[src/rtl/psm_pkg.sv]
// package: constants, register map and carrier types of the safety monitor
package psm_pkg;
  // register byte addresses on the lite bus
  localparam int ADDR_W = 12;
  localparam logic [ADDR_W-1:0] CTRL_ADDR = 12'h000;
  localparam logic [ADDR_W-1:0] STATUS_ADDR = 12'h004;
  // control register fields
  localparam int CTRL_EN_BIT = 0;
  localparam int CTRL_PNP_BIT = 1;
  localparam logic CTRL_EN_RST = 1'h1;
  localparam logic CTRL_PNP_RST = 1'h0;
  // status register fields
  localparam int STAT_ON_BIT = 0;
  localparam int STAT_PULSE_BIT = 1;
  localparam int STAT_TFLT_BIT = 2;
  localparam int STAT_XFLT_BIT = 3;
  localparam int STAT_RUN_LSB = 4;
  localparam int STAT_AUTO_BIT = 6;
  localparam int STAT_ONECH_BIT = 7;
  // bus answers
  localparam logic [1:0] RESP_OKAY = 2'h0;
  localparam logic [1:0] RESP_SLVERR = 2'h2;
  // timing, figures in ms and the derived cycle counts at the system clock
  localparam int CLK_KHZ = 200000;
  localparam int PULSE_HIGH_MS = 100;
  localparam int PULSE_LOW_MS = 40;
  localparam int LAG_MAX_MS = 20;
  localparam int PULSE_HIGH_CYC = PULSE_HIGH_MS * CLK_KHZ;
  localparam int PULSE_LOW_CYC = PULSE_LOW_MS * CLK_KHZ;
  localparam int LAG_MAX_CYC = LAG_MAX_MS * CLK_KHZ;
  localparam int PHASE_CNT_W = 25;
  // safety sequencing states
  typedef enum logic [1:0] {stIdle, stStartHeld, stOn, stLockout} psm_run_type;
  // terminals and straps as seen at the pins
  typedef struct packed {
    logic firstSensor;
    logic secondSensor;
    logic startButton;
    logic andChainIn;
    logic autoStrap;
    logic oneChanStrap;
    logic andCfgBridged;
  } psm_pins_type;
  // lite bus, master to slave
  typedef struct packed {
    logic awvalid;
    logic [ADDR_W-1:0] awaddr;
    logic wvalid;
    logic [31:0] wdata;
    logic [3:0] wstrb;
    logic bready;
    logic arvalid;
    logic [ADDR_W-1:0] araddr;
    logic rready;
  } psm_axi_req_type;
  // lite bus, slave to master
  typedef struct packed {
    logic awready;
    logic wready;
    logic bvalid;
    logic [1:0] bresp;
    logic arready;
    logic rvalid;
    logic [31:0] rdata;
    logic [1:0] rresp;
  } psm_axi_resp_type;
  // whole state of the monitor
  typedef struct packed {
    psm_pins_type sync1;
    psm_pins_type sync2;
    logic ctrlEn;
    logic ctrlPnp;
    logic [PHASE_CNT_W-1:0] phaseCnt;
    logic phaseHigh;
    logic secondHeld;
    logic testFault;
    logic crossFault;
    psm_run_type run;
    logic [1:0] safeOut;
    logic testPulse;
    psm_axi_resp_type bus;
  } psm_state_type;
  // state after reset
  localparam psm_state_type STATE_RST = '{
    sync1: '0, sync2: '0, ctrlEn: CTRL_EN_RST, ctrlPnp: CTRL_PNP_RST,
    phaseCnt: '0, phaseHigh: 1'h1, secondHeld: 1'h0, testFault: 1'h0,
    crossFault: 1'h0, run: stIdle, safeOut: 2'h0, testPulse: 1'h1, bus: '0};
endpackage

[src/rtl/psm_monitor.sv]
// protective sensor safety monitor with lite-bus control and status
`timescale 1ns/10ps
module psm_monitor #(
  parameter int PULSE_HIGH_CYC = psm_pkg::PULSE_HIGH_CYC,
  parameter int PULSE_LOW_CYC = psm_pkg::PULSE_LOW_CYC,
  parameter int LAG_MAX_CYC = psm_pkg::LAG_MAX_CYC
) (
  input wire logic sys_clk,
  input wire logic sys_rst,
  input wire psm_pkg::psm_pins_type pinsIn,
  input wire psm_pkg::psm_axi_req_type axiReq,
  output psm_pkg::psm_axi_resp_type axiResp,
  output logic [1:0] safetyOut,
  output logic testPulseOut
);

  // cycle limits at counter width
  localparam logic [psm_pkg::PHASE_CNT_W-1:0] HIGH_LAST =
    psm_pkg::PHASE_CNT_W'(PULSE_HIGH_CYC - 1);
  localparam logic [psm_pkg::PHASE_CNT_W-1:0] LOW_LAST =
    psm_pkg::PHASE_CNT_W'(PULSE_LOW_CYC - 1);
  localparam logic [psm_pkg::PHASE_CNT_W-1:0] LAG_LIM =
    psm_pkg::PHASE_CNT_W'(LAG_MAX_CYC);

  // register selects from the address decoder
  localparam logic [1:0] SEL_CTRL = 2'h0;
  localparam logic [1:0] SEL_STATUS = 2'h1;
  localparam logic [1:0] SEL_NONE = 2'h2;

  psm_pkg::psm_state_type st_ff; // registered state
  psm_pkg::psm_state_type nxt_st; // next state

  // address decode, shared by write and read paths
  function automatic logic [1:0] regSel(input logic [psm_pkg::ADDR_W-1:0] addr);
    logic [1:0] sel;
    sel = SEL_NONE;
    // word addresses only; low bits ignored as the bus allows
    if ({addr[psm_pkg::ADDR_W-1:2], 2'h0} == psm_pkg::CTRL_ADDR) begin
      sel = SEL_CTRL;
    end else if ({addr[psm_pkg::ADDR_W-1:2], 2'h0} == psm_pkg::STATUS_ADDR) begin
      sel = SEL_STATUS;
    end
    return sel;
  endfunction

  // status word built from the registered state
  function automatic logic [31:0] statusWord(input psm_pkg::psm_state_type s);
    logic [31:0] w;
    w = 32'h0;
    w[psm_pkg::STAT_ON_BIT] = s.safeOut[0];
    w[psm_pkg::STAT_PULSE_BIT] = s.testPulse;
    w[psm_pkg::STAT_TFLT_BIT] = s.testFault;
    w[psm_pkg::STAT_XFLT_BIT] = s.crossFault;
    w[psm_pkg::STAT_RUN_LSB +: 2] = s.run;
    w[psm_pkg::STAT_AUTO_BIT] = s.sync2.autoStrap;
    w[psm_pkg::STAT_ONECH_BIT] = s.sync2.oneChanStrap;
    return w;
  endfunction

  // working signals of the next-state logic
  logic oneChan; // one-channel operation selected
  logic autoStart; // automatic start selected
  logic pulsing; // test pulse output toggling
  logic settled; // echo lag window has passed
  logic firstIn; // synchronised first input
  logic secondIn; // synchronised second input
  logic sensorOk; // all evaluated channels active
  logic bothLow; // all evaluated channels inactive
  logic chainOk; // upstream unit enables us
  logic permit; // nothing forbids the outputs
  logic wrTake; // write handshake this cycle
  logic rdTake; // read handshake this cycle
  logic [1:0] wrSel; // decoded write target
  logic [1:0] rdSel; // decoded read target
  logic swClrTest; // software clears the echo fault

  // next-state logic of the whole monitor
  always_comb begin
    nxt_st = st_ff;

    // two-stage synchronisers for every pin
    nxt_st.sync1 = pinsIn;
    nxt_st.sync2 = st_ff.sync1;

    // configuration straps and inputs after synchronising
    autoStart = st_ff.sync2.autoStrap;
    oneChan = st_ff.sync2.oneChanStrap;
    firstIn = st_ff.sync2.firstSensor;
    secondIn = st_ff.sync2.secondSensor;

    // pulse runs in one-channel mode and on relay-contact pairs
    pulsing = oneChan | ~st_ff.ctrlPnp;

    // ---- bus write path ----
    wrTake = st_ff.bus.awready & st_ff.bus.wready;
    wrSel = regSel(axiReq.awaddr);
    swClrTest = 1'h0;
    // ready pulses once both address and data are offered
    nxt_st.bus.awready = axiReq.awvalid & axiReq.wvalid & ~st_ff.bus.bvalid &
      ~st_ff.bus.awready;
    nxt_st.bus.wready = nxt_st.bus.awready;
    // response drops when the master takes it
    if (st_ff.bus.bvalid & axiReq.bready) begin
      nxt_st.bus.bvalid = 1'h0;
    end
    // perform the write on the handshake edge
    if (wrTake) begin
      nxt_st.bus.bvalid = 1'h1;
      nxt_st.bus.bresp = psm_pkg::RESP_OKAY;
      if (wrSel == SEL_CTRL) begin
        // control bits live in byte lane 0
        if (axiReq.wstrb[0]) begin
          nxt_st.ctrlEn = axiReq.wdata[psm_pkg::CTRL_EN_BIT];
          nxt_st.ctrlPnp = axiReq.wdata[psm_pkg::CTRL_PNP_BIT];
        end
      end else if (wrSel == SEL_STATUS) begin
        // writing one to the echo fault bit clears it
        swClrTest = axiReq.wstrb[0] & axiReq.wdata[psm_pkg::STAT_TFLT_BIT];
      end else begin
        // unmapped address
        nxt_st.bus.bresp = psm_pkg::RESP_SLVERR;
      end
    end

    // ---- bus read path ----
    rdTake = st_ff.bus.arready;
    rdSel = regSel(axiReq.araddr);
    // ready pulses once per accepted read
    nxt_st.bus.arready = axiReq.arvalid & ~st_ff.bus.rvalid & ~st_ff.bus.arready;
    // data drops when the master takes it
    if (st_ff.bus.rvalid & axiReq.rready) begin
      nxt_st.bus.rvalid = 1'h0;
    end
    // capture read data on the handshake edge
    if (rdTake) begin
      nxt_st.bus.rvalid = 1'h1;
      nxt_st.bus.rresp = psm_pkg::RESP_OKAY;
      nxt_st.bus.rdata = 32'h0;
      if (rdSel == SEL_CTRL) begin
        nxt_st.bus.rdata[psm_pkg::CTRL_EN_BIT] = st_ff.ctrlEn;
        nxt_st.bus.rdata[psm_pkg::CTRL_PNP_BIT] = st_ff.ctrlPnp;
      end else if (rdSel == SEL_STATUS) begin
        nxt_st.bus.rdata = statusWord(st_ff);
      end else begin
        // unmapped address reads zero with an error
        nxt_st.bus.rresp = psm_pkg::RESP_SLVERR;
      end
    end

    // ---- test pulse generator ----
    if (!pulsing) begin
      // steady supply level when no pulse is needed
      nxt_st.phaseCnt = '0;
      nxt_st.phaseHigh = 1'h1;
    end else if (st_ff.phaseHigh && st_ff.phaseCnt == HIGH_LAST) begin
      // end of the high phase
      nxt_st.phaseCnt = '0;
      nxt_st.phaseHigh = 1'h0;
    end else if (!st_ff.phaseHigh && st_ff.phaseCnt == LOW_LAST) begin
      // end of the low phase
      nxt_st.phaseCnt = '0;
      nxt_st.phaseHigh = 1'h1;
    end else begin
      nxt_st.phaseCnt = st_ff.phaseCnt + psm_pkg::PHASE_CNT_W'(1);
    end
    nxt_st.testPulse = nxt_st.phaseHigh;

    // echo is only judged once the allowed lag has passed
    settled = pulsing & (st_ff.phaseCnt >= LAG_LIM);

    // second input sampled in the settled high phase only, or every cycle while the pulse is off
    if (!pulsing) begin
      nxt_st.secondHeld = secondIn;
    end else if (st_ff.phaseHigh && settled) begin
      nxt_st.secondHeld = secondIn;
    end

    // ---- echo and cross-circuit faults ----
    // clear first so that a fresh fault wins over the clear
    if (swClrTest) begin
      nxt_st.testFault = 1'h0;
    end
    if (!st_ff.phaseHigh && settled) begin
      if (oneChan) begin
        // sensor output stuck high while the pulse is low
        if (secondIn) begin
          nxt_st.testFault = 1'h1;
        end
      end else if (secondIn && firstIn) begin
        // second channel held up by the first one
        nxt_st.crossFault = 1'h1;
      end else if (!secondIn) begin
        // short has gone, channel follows the pulse again
        nxt_st.crossFault = 1'h0;
      end
    end

    // ---- channel evaluation ----
    // one-channel mode ignores the first input entirely
    if (oneChan) begin
      sensorOk = st_ff.secondHeld;
      bothLow = ~st_ff.secondHeld;
    end else begin
      sensorOk = firstIn & st_ff.secondHeld;
      bothLow = ~firstIn & ~st_ff.secondHeld;
    end
    // chain input matters only when its config terminal is open
    chainOk = st_ff.sync2.andCfgBridged | st_ff.sync2.andChainIn;
    permit = st_ff.ctrlEn & chainOk & ~st_ff.testFault & ~st_ff.crossFault;

    // ---- safety sequencing ----
    unique case (st_ff.run)
      psm_pkg::stIdle: begin
        if (permit && sensorOk && autoStart) begin
          // automatic start, no button needed
          nxt_st.run = psm_pkg::stOn;
        end else if (permit && sensorOk && st_ff.sync2.startButton) begin
          // start closed; contactor contacts sit in its loop
          nxt_st.run = psm_pkg::stStartHeld;
        end
      end
      psm_pkg::stStartHeld: begin
        if (!permit || !sensorOk) begin
          // sensors dropped before release, start again
          nxt_st.run = psm_pkg::stIdle;
        end else if (!st_ff.sync2.startButton) begin
          // start reopened with sensors still active
          nxt_st.run = psm_pkg::stOn;
        end
      end
      psm_pkg::stOn: begin
        if (!permit || !sensorOk) begin
          // beam broken, chain lost or fault: our outputs only
          if (st_ff.ctrlPnp || oneChan) begin
            nxt_st.run = psm_pkg::stLockout;
          end else begin
            nxt_st.run = psm_pkg::stIdle;
          end
        end
      end
      psm_pkg::stLockout: begin
        // restart blocked until all channels go low together and the echo fault is clear
        if (bothLow && !st_ff.testFault) begin
          nxt_st.run = psm_pkg::stIdle;
        end
      end
    endcase

    // outputs follow the sequencer state
    nxt_st.safeOut = {2{nxt_st.run == psm_pkg::stOn}};
  end

  // state register, synchronous reset
  always_ff @(posedge sys_clk) begin
    if (sys_rst) begin
      st_ff <= psm_pkg::STATE_RST;
    end else begin
      st_ff <= nxt_st;
    end
  end

  // outputs straight from the state register
  assign axiResp = st_ff.bus;
  assign safetyOut = st_ff.safeOut;
  assign testPulseOut = st_ff.testPulse;

endmodule

[config.mk]
export PLATFORM = sky130hd
export DESIGN_NAME = psm_monitor
export DESIGN_NICKNAME = d
export VERILOG_FILES = /design/src/rtl/psm_pkg.sv /design/src/rtl/psm_monitor.sv
export SDC_FILE = /design/constraint.sdc
export NUM_CORES = 1
export LEC_CHECK = 0
export ABC_CLOCK_PERIOD_IN_PS = 7100
export BUFFER_PORTS_ARGS = -buffer_cell sky130_fd_sc_hd__buf_2
export CORE_MARGIN = 4
export CORE_UTILIZATION = 52
export DETAILED_ROUTE_END_ITERATION = 10
export PLACE_DENSITY = 0.95
export SYNTH_ARGS = -nofsm -noshare
export SYNTH_HDL_FRONTEND = slang
export SYNTH_SLANG_ARGS = --single-unit
[constraint.sdc]
create_clock -name sys_clk -period 7.1 [get_ports sys_clk]
set_input_delay 1.065 -clock sys_clk [delete_from_list [all_inputs] [get_ports sys_clk]]
set_output_delay 1.065 -clock sys_clk [all_outputs]
set_load 0.01 [all_outputs]
==> flow_metrics.env <==
export IMPL_cp_required_ns=7.33
export IMPL_relSlewSlack_pct=21.8
export IMPL_fin_cells=447
export IMPL_place_inst=431
export IMPL_grt_overflow=0
export IMPL_syn_inst=333
export IMPL_synth_avg_cell_area_um2=8.78
export IMPL_fmax_mhz=389
export IMPL_dp_hpwl_um=4070
export IMPL_die_y_um=83.0
export IMPL_synth_mux_area_share_pct=1.45
export IMPL_die_w_um=83.0
export IMPL_critPathCaptureType="flip-flop"
export IMPL_rsz0062_at_grt="false"
export IMPL_maxSlewViolCount=0
export IMPL_postCtsSetupBuffers=0
export IMPL_ys_ff_latch=62
export IMPL_skew_ns=0.00794
export IMPL_layout_drive_gt1_share_pct=20.0
export IMPL_finalNetCount=446
export IMPL_antenna_found_initial=0
export IMPL_seq_area_frac_synth_pct=42.4
export IMPL_regToRegEndpoint="st_ff[64]$_SDFF_PP0_"
export IMPL_gp_congestion=0.843
export IMPL_path_clk_slew_ns=0.07
export IMPL_cts_tree="done"
export IMPL_hold_ws_ns=0.438
export IMPL_cap_violations=0
export IMPL_clockBufferDepth=2
export IMPL_ant_nets=0
export IMPL_clock_root_buffer="clkbuf_8"
export IMPL_postCtsResizedCells=0
export IMPL_synth_edf_count=0
export IMPL_r2r_slack_ns=4.59
export IMPL_synth_top_family_by_area="simple AND/OR/NAND/NOR gates"
export IMPL_path_class="in2reg"
export IMPL_ir_drop_mv=0.152
export IMPL_setup_viol=0
export IMPL_grt_usage_pct=16.6
export IMPL_min_path_cells=1
export IMPL_clock_sinks=62
export IMPL_postLayoutCoreUtil_pct=59.0
export IMPL_synth_xor_xnor_area_share_pct=6.89
export IMPL_cts_buffers=9
export IMPL_reg2regPathDepth=6
export IMPL_hp_class="reg2reg"
export IMPL_n_antenna_cell=0
export IMPL_drc=0
export IMPL_crit_fanout=3
export IMPL_final_common_cell="dfxtp_1"
export IMPL_synth_ff_type="dfxtp_1"
export IMPL_wl_per_cell_um=12.5
export IMPL_vias=2269
export IMPL_hold_start="nxt_st[79]$_SDFF_PP0_"
export IMPL_worstReg2RegStart="st_ff[50]$_SDFF_PP0_"
export IMPL_vias_per_cell=5.08
export IMPL_yosys_top_cells_area="dfxtp_1 (42%), buf_4 (11%), nor2_1 (6.4%)"
export IMPL_cp_arrival_ns=2.80
export IMPL_drt_pass1_iterations=4
export IMPL_synth_distinct_cells=44
export IMPL_start_util_pct=53.5
export IMPL_htreeDepth=3
export IMPL_synth_compound_area_share_pct=6.33
export IMPL_coreArea_um2=5470
export IMPL_power_density_nw_per_um2=231
export IMPL_synth_cell_area_um2=2930
export IMPL_worstSetupStartpointType="input pin"
export IMPL_hold_buffers=0
export IMPL_outcome="complete, no violations"
export IMPL_portBuffers=55
export IMPL_drt_initial_drc_count=120
export IMPL_grt_max_degree=38
export IMPL_clk_latency_ns=0.34
export IMPL_routed_wl_um=5590
export IMPL_dieArea_um2=6890
export IMPL_grt_pass1_wl_um=9360
export IMPL_fin_crit_sh_pct=36.2
export IMPL_synthSimpleGateAreaFrac_pct=27.8
export IMPL_fin_crit_ns=2.57
export IMPL_synthArstFlopShare_pct=0
export IMPL_ys_warnings_count=0
export IMPL_io_pins=118
export IMPL_area_growth_pct=10.4
export IMPL_hold_path_end="autoStart$_SDFF_PP0_"
export IMPL_grt_pass1_vias=2146
export IMPL_synth_top_area_share_pct=42.4
export IMPL_tightest_slew_ns=1.16
export IMPL_synthAdderAreaFrac_pct=0.855
export IMPL_p_leak_nw=1.39
export IMPL_final_hold_viol_count=0
export IMPL_std_cell_rows=27
export IMPL_tns_ns=0
export IMPL_final_cell_mix="dfxtp_1 (62), buf_2 (55), nor2_1 (50)"
export IMPL_synth_top_area_cell="dfxtp_1"
export IMPL_total_power_w=0.000746
[layout make-up]
cell class,instances,area (um2)
inverter,7,26.3
clock buffer,11,151
tap,72,90.1
clock inverter,5,81.3
fill,497,2240
multi-input combinational,235,1370
timing repair buffer,55,275
sequential,62,1240
[metrics by stage]
stage,setup slack [ns],cell area (um2)
2_1_floorplan,4.48,3020
3_3_place_gp,4.24,3000
3_5_place_dp,4.19,3000
4_1_cts,4.55,3230
5_1_grt,4.40,3230
6_report,4.53,3230
[flip-flops by register name, summed over array words and instances (netlist names)]
name	flops
axiResp	13
st_ff	35
autoStart	1
testPulseOut	1
firstIn	1
secondIn	1
safetyOut	1
oneChan	1
rdTake	1
nxt_st	7
[power breakdown]
group / switching, W / internal [W] / leakage (nW)
registers: 0.00000577 / 0.000355 / 0.504
clock network: 0.000133 / 0.000217 / 0.116
logic: 0.0000209 / 0.0000154 / 0.767
[kinds of logic (layout without fill, tap and decap cells)]
| family | count (synthesis) | in the layout |
|---|---|---|
| muxes | 4 | 4 |
| DFF | 62 | 62 |
| other | 1 | 26 |
| xor gates and xnor gates | 23 | 23 |
| AOI/OAI and AO/OA | 30 | 30 |
| buffers and inverters | 61 | 78 |
| adders and majority gates | 2 | 2 |
| and+or+nand+nor | 150 | 150 |
[metal layers]
| layer | GRT usage (%) | vias to the layer above | share of wire (%) |
|---|---|---|---|
| met1 | 18.0 | 1041 | 42 |
| met3 | 7.24 | 7 | 8.3 |
| met4 | 7.73 | 0 | 1.4 |
| met5 | 0 | - | 0 |
| met2 | 27.9 | 76 | 48 |
| li1 | - | 1145 | - |
[synthesized netlist by cell type (2+ instances only)]
cell type	instances
ha_1	2
xor2_1	18
a211oi_1	2
nor4_1	4
nand2_1	11
buf_6	3
dfxtp_1	62
o21ai_0	3
mux2i_1	2
nor3_1	3
a21oi_1	14
nor2_1	50
buf_1	2
inv_1	7
xnor2_1	5
and4_1	5
or3_1	3
nand4_1	11
or4b_1	2
nor4b_1	2
mux2_2	2
nand2b_1	2
nand3_1	13
or4_1	5
and3_1	7
buf_4	43
clkbuf_1	6
nor2b_1	27
o31ai_1	2
[worst max-delay path by stage]
stage / startpoint / slack [ns] / depth (start not counted) / to
6_report: axiReq[59] / 4.53 / 6 / st_ff[76]$_SDFFE_PP1P_
5_1_grt: axiReq[59] / 4.40 / 6 / st_ff[76]$_SDFFE_PP1P_
4_1_cts: axiReq[59] / 4.55 / 6 / st_ff[76]$_SDFFE_PP1P_
3_5_place_dp: axiReq[59] / 4.19 / 6 / st_ff[76]$_SDFFE_PP1P_
3_3_place_gp: axiReq[59] / 4.24 / 6 / st_ff[76]$_SDFFE_PP1P_
2_1_floorplan: axiReq[59] / 4.48 / 5 / st_ff[76]$_SDFFE_PP1P_
[critical path: stages]
cell	delay, ns
buf_2	0.10
or4_1	0.52
nor4_1	0.43
and4b_1	0.36
nor2b_1	0.08
a211o_1	0.26
Note: power is estimated with default switching activity, not from simulation.
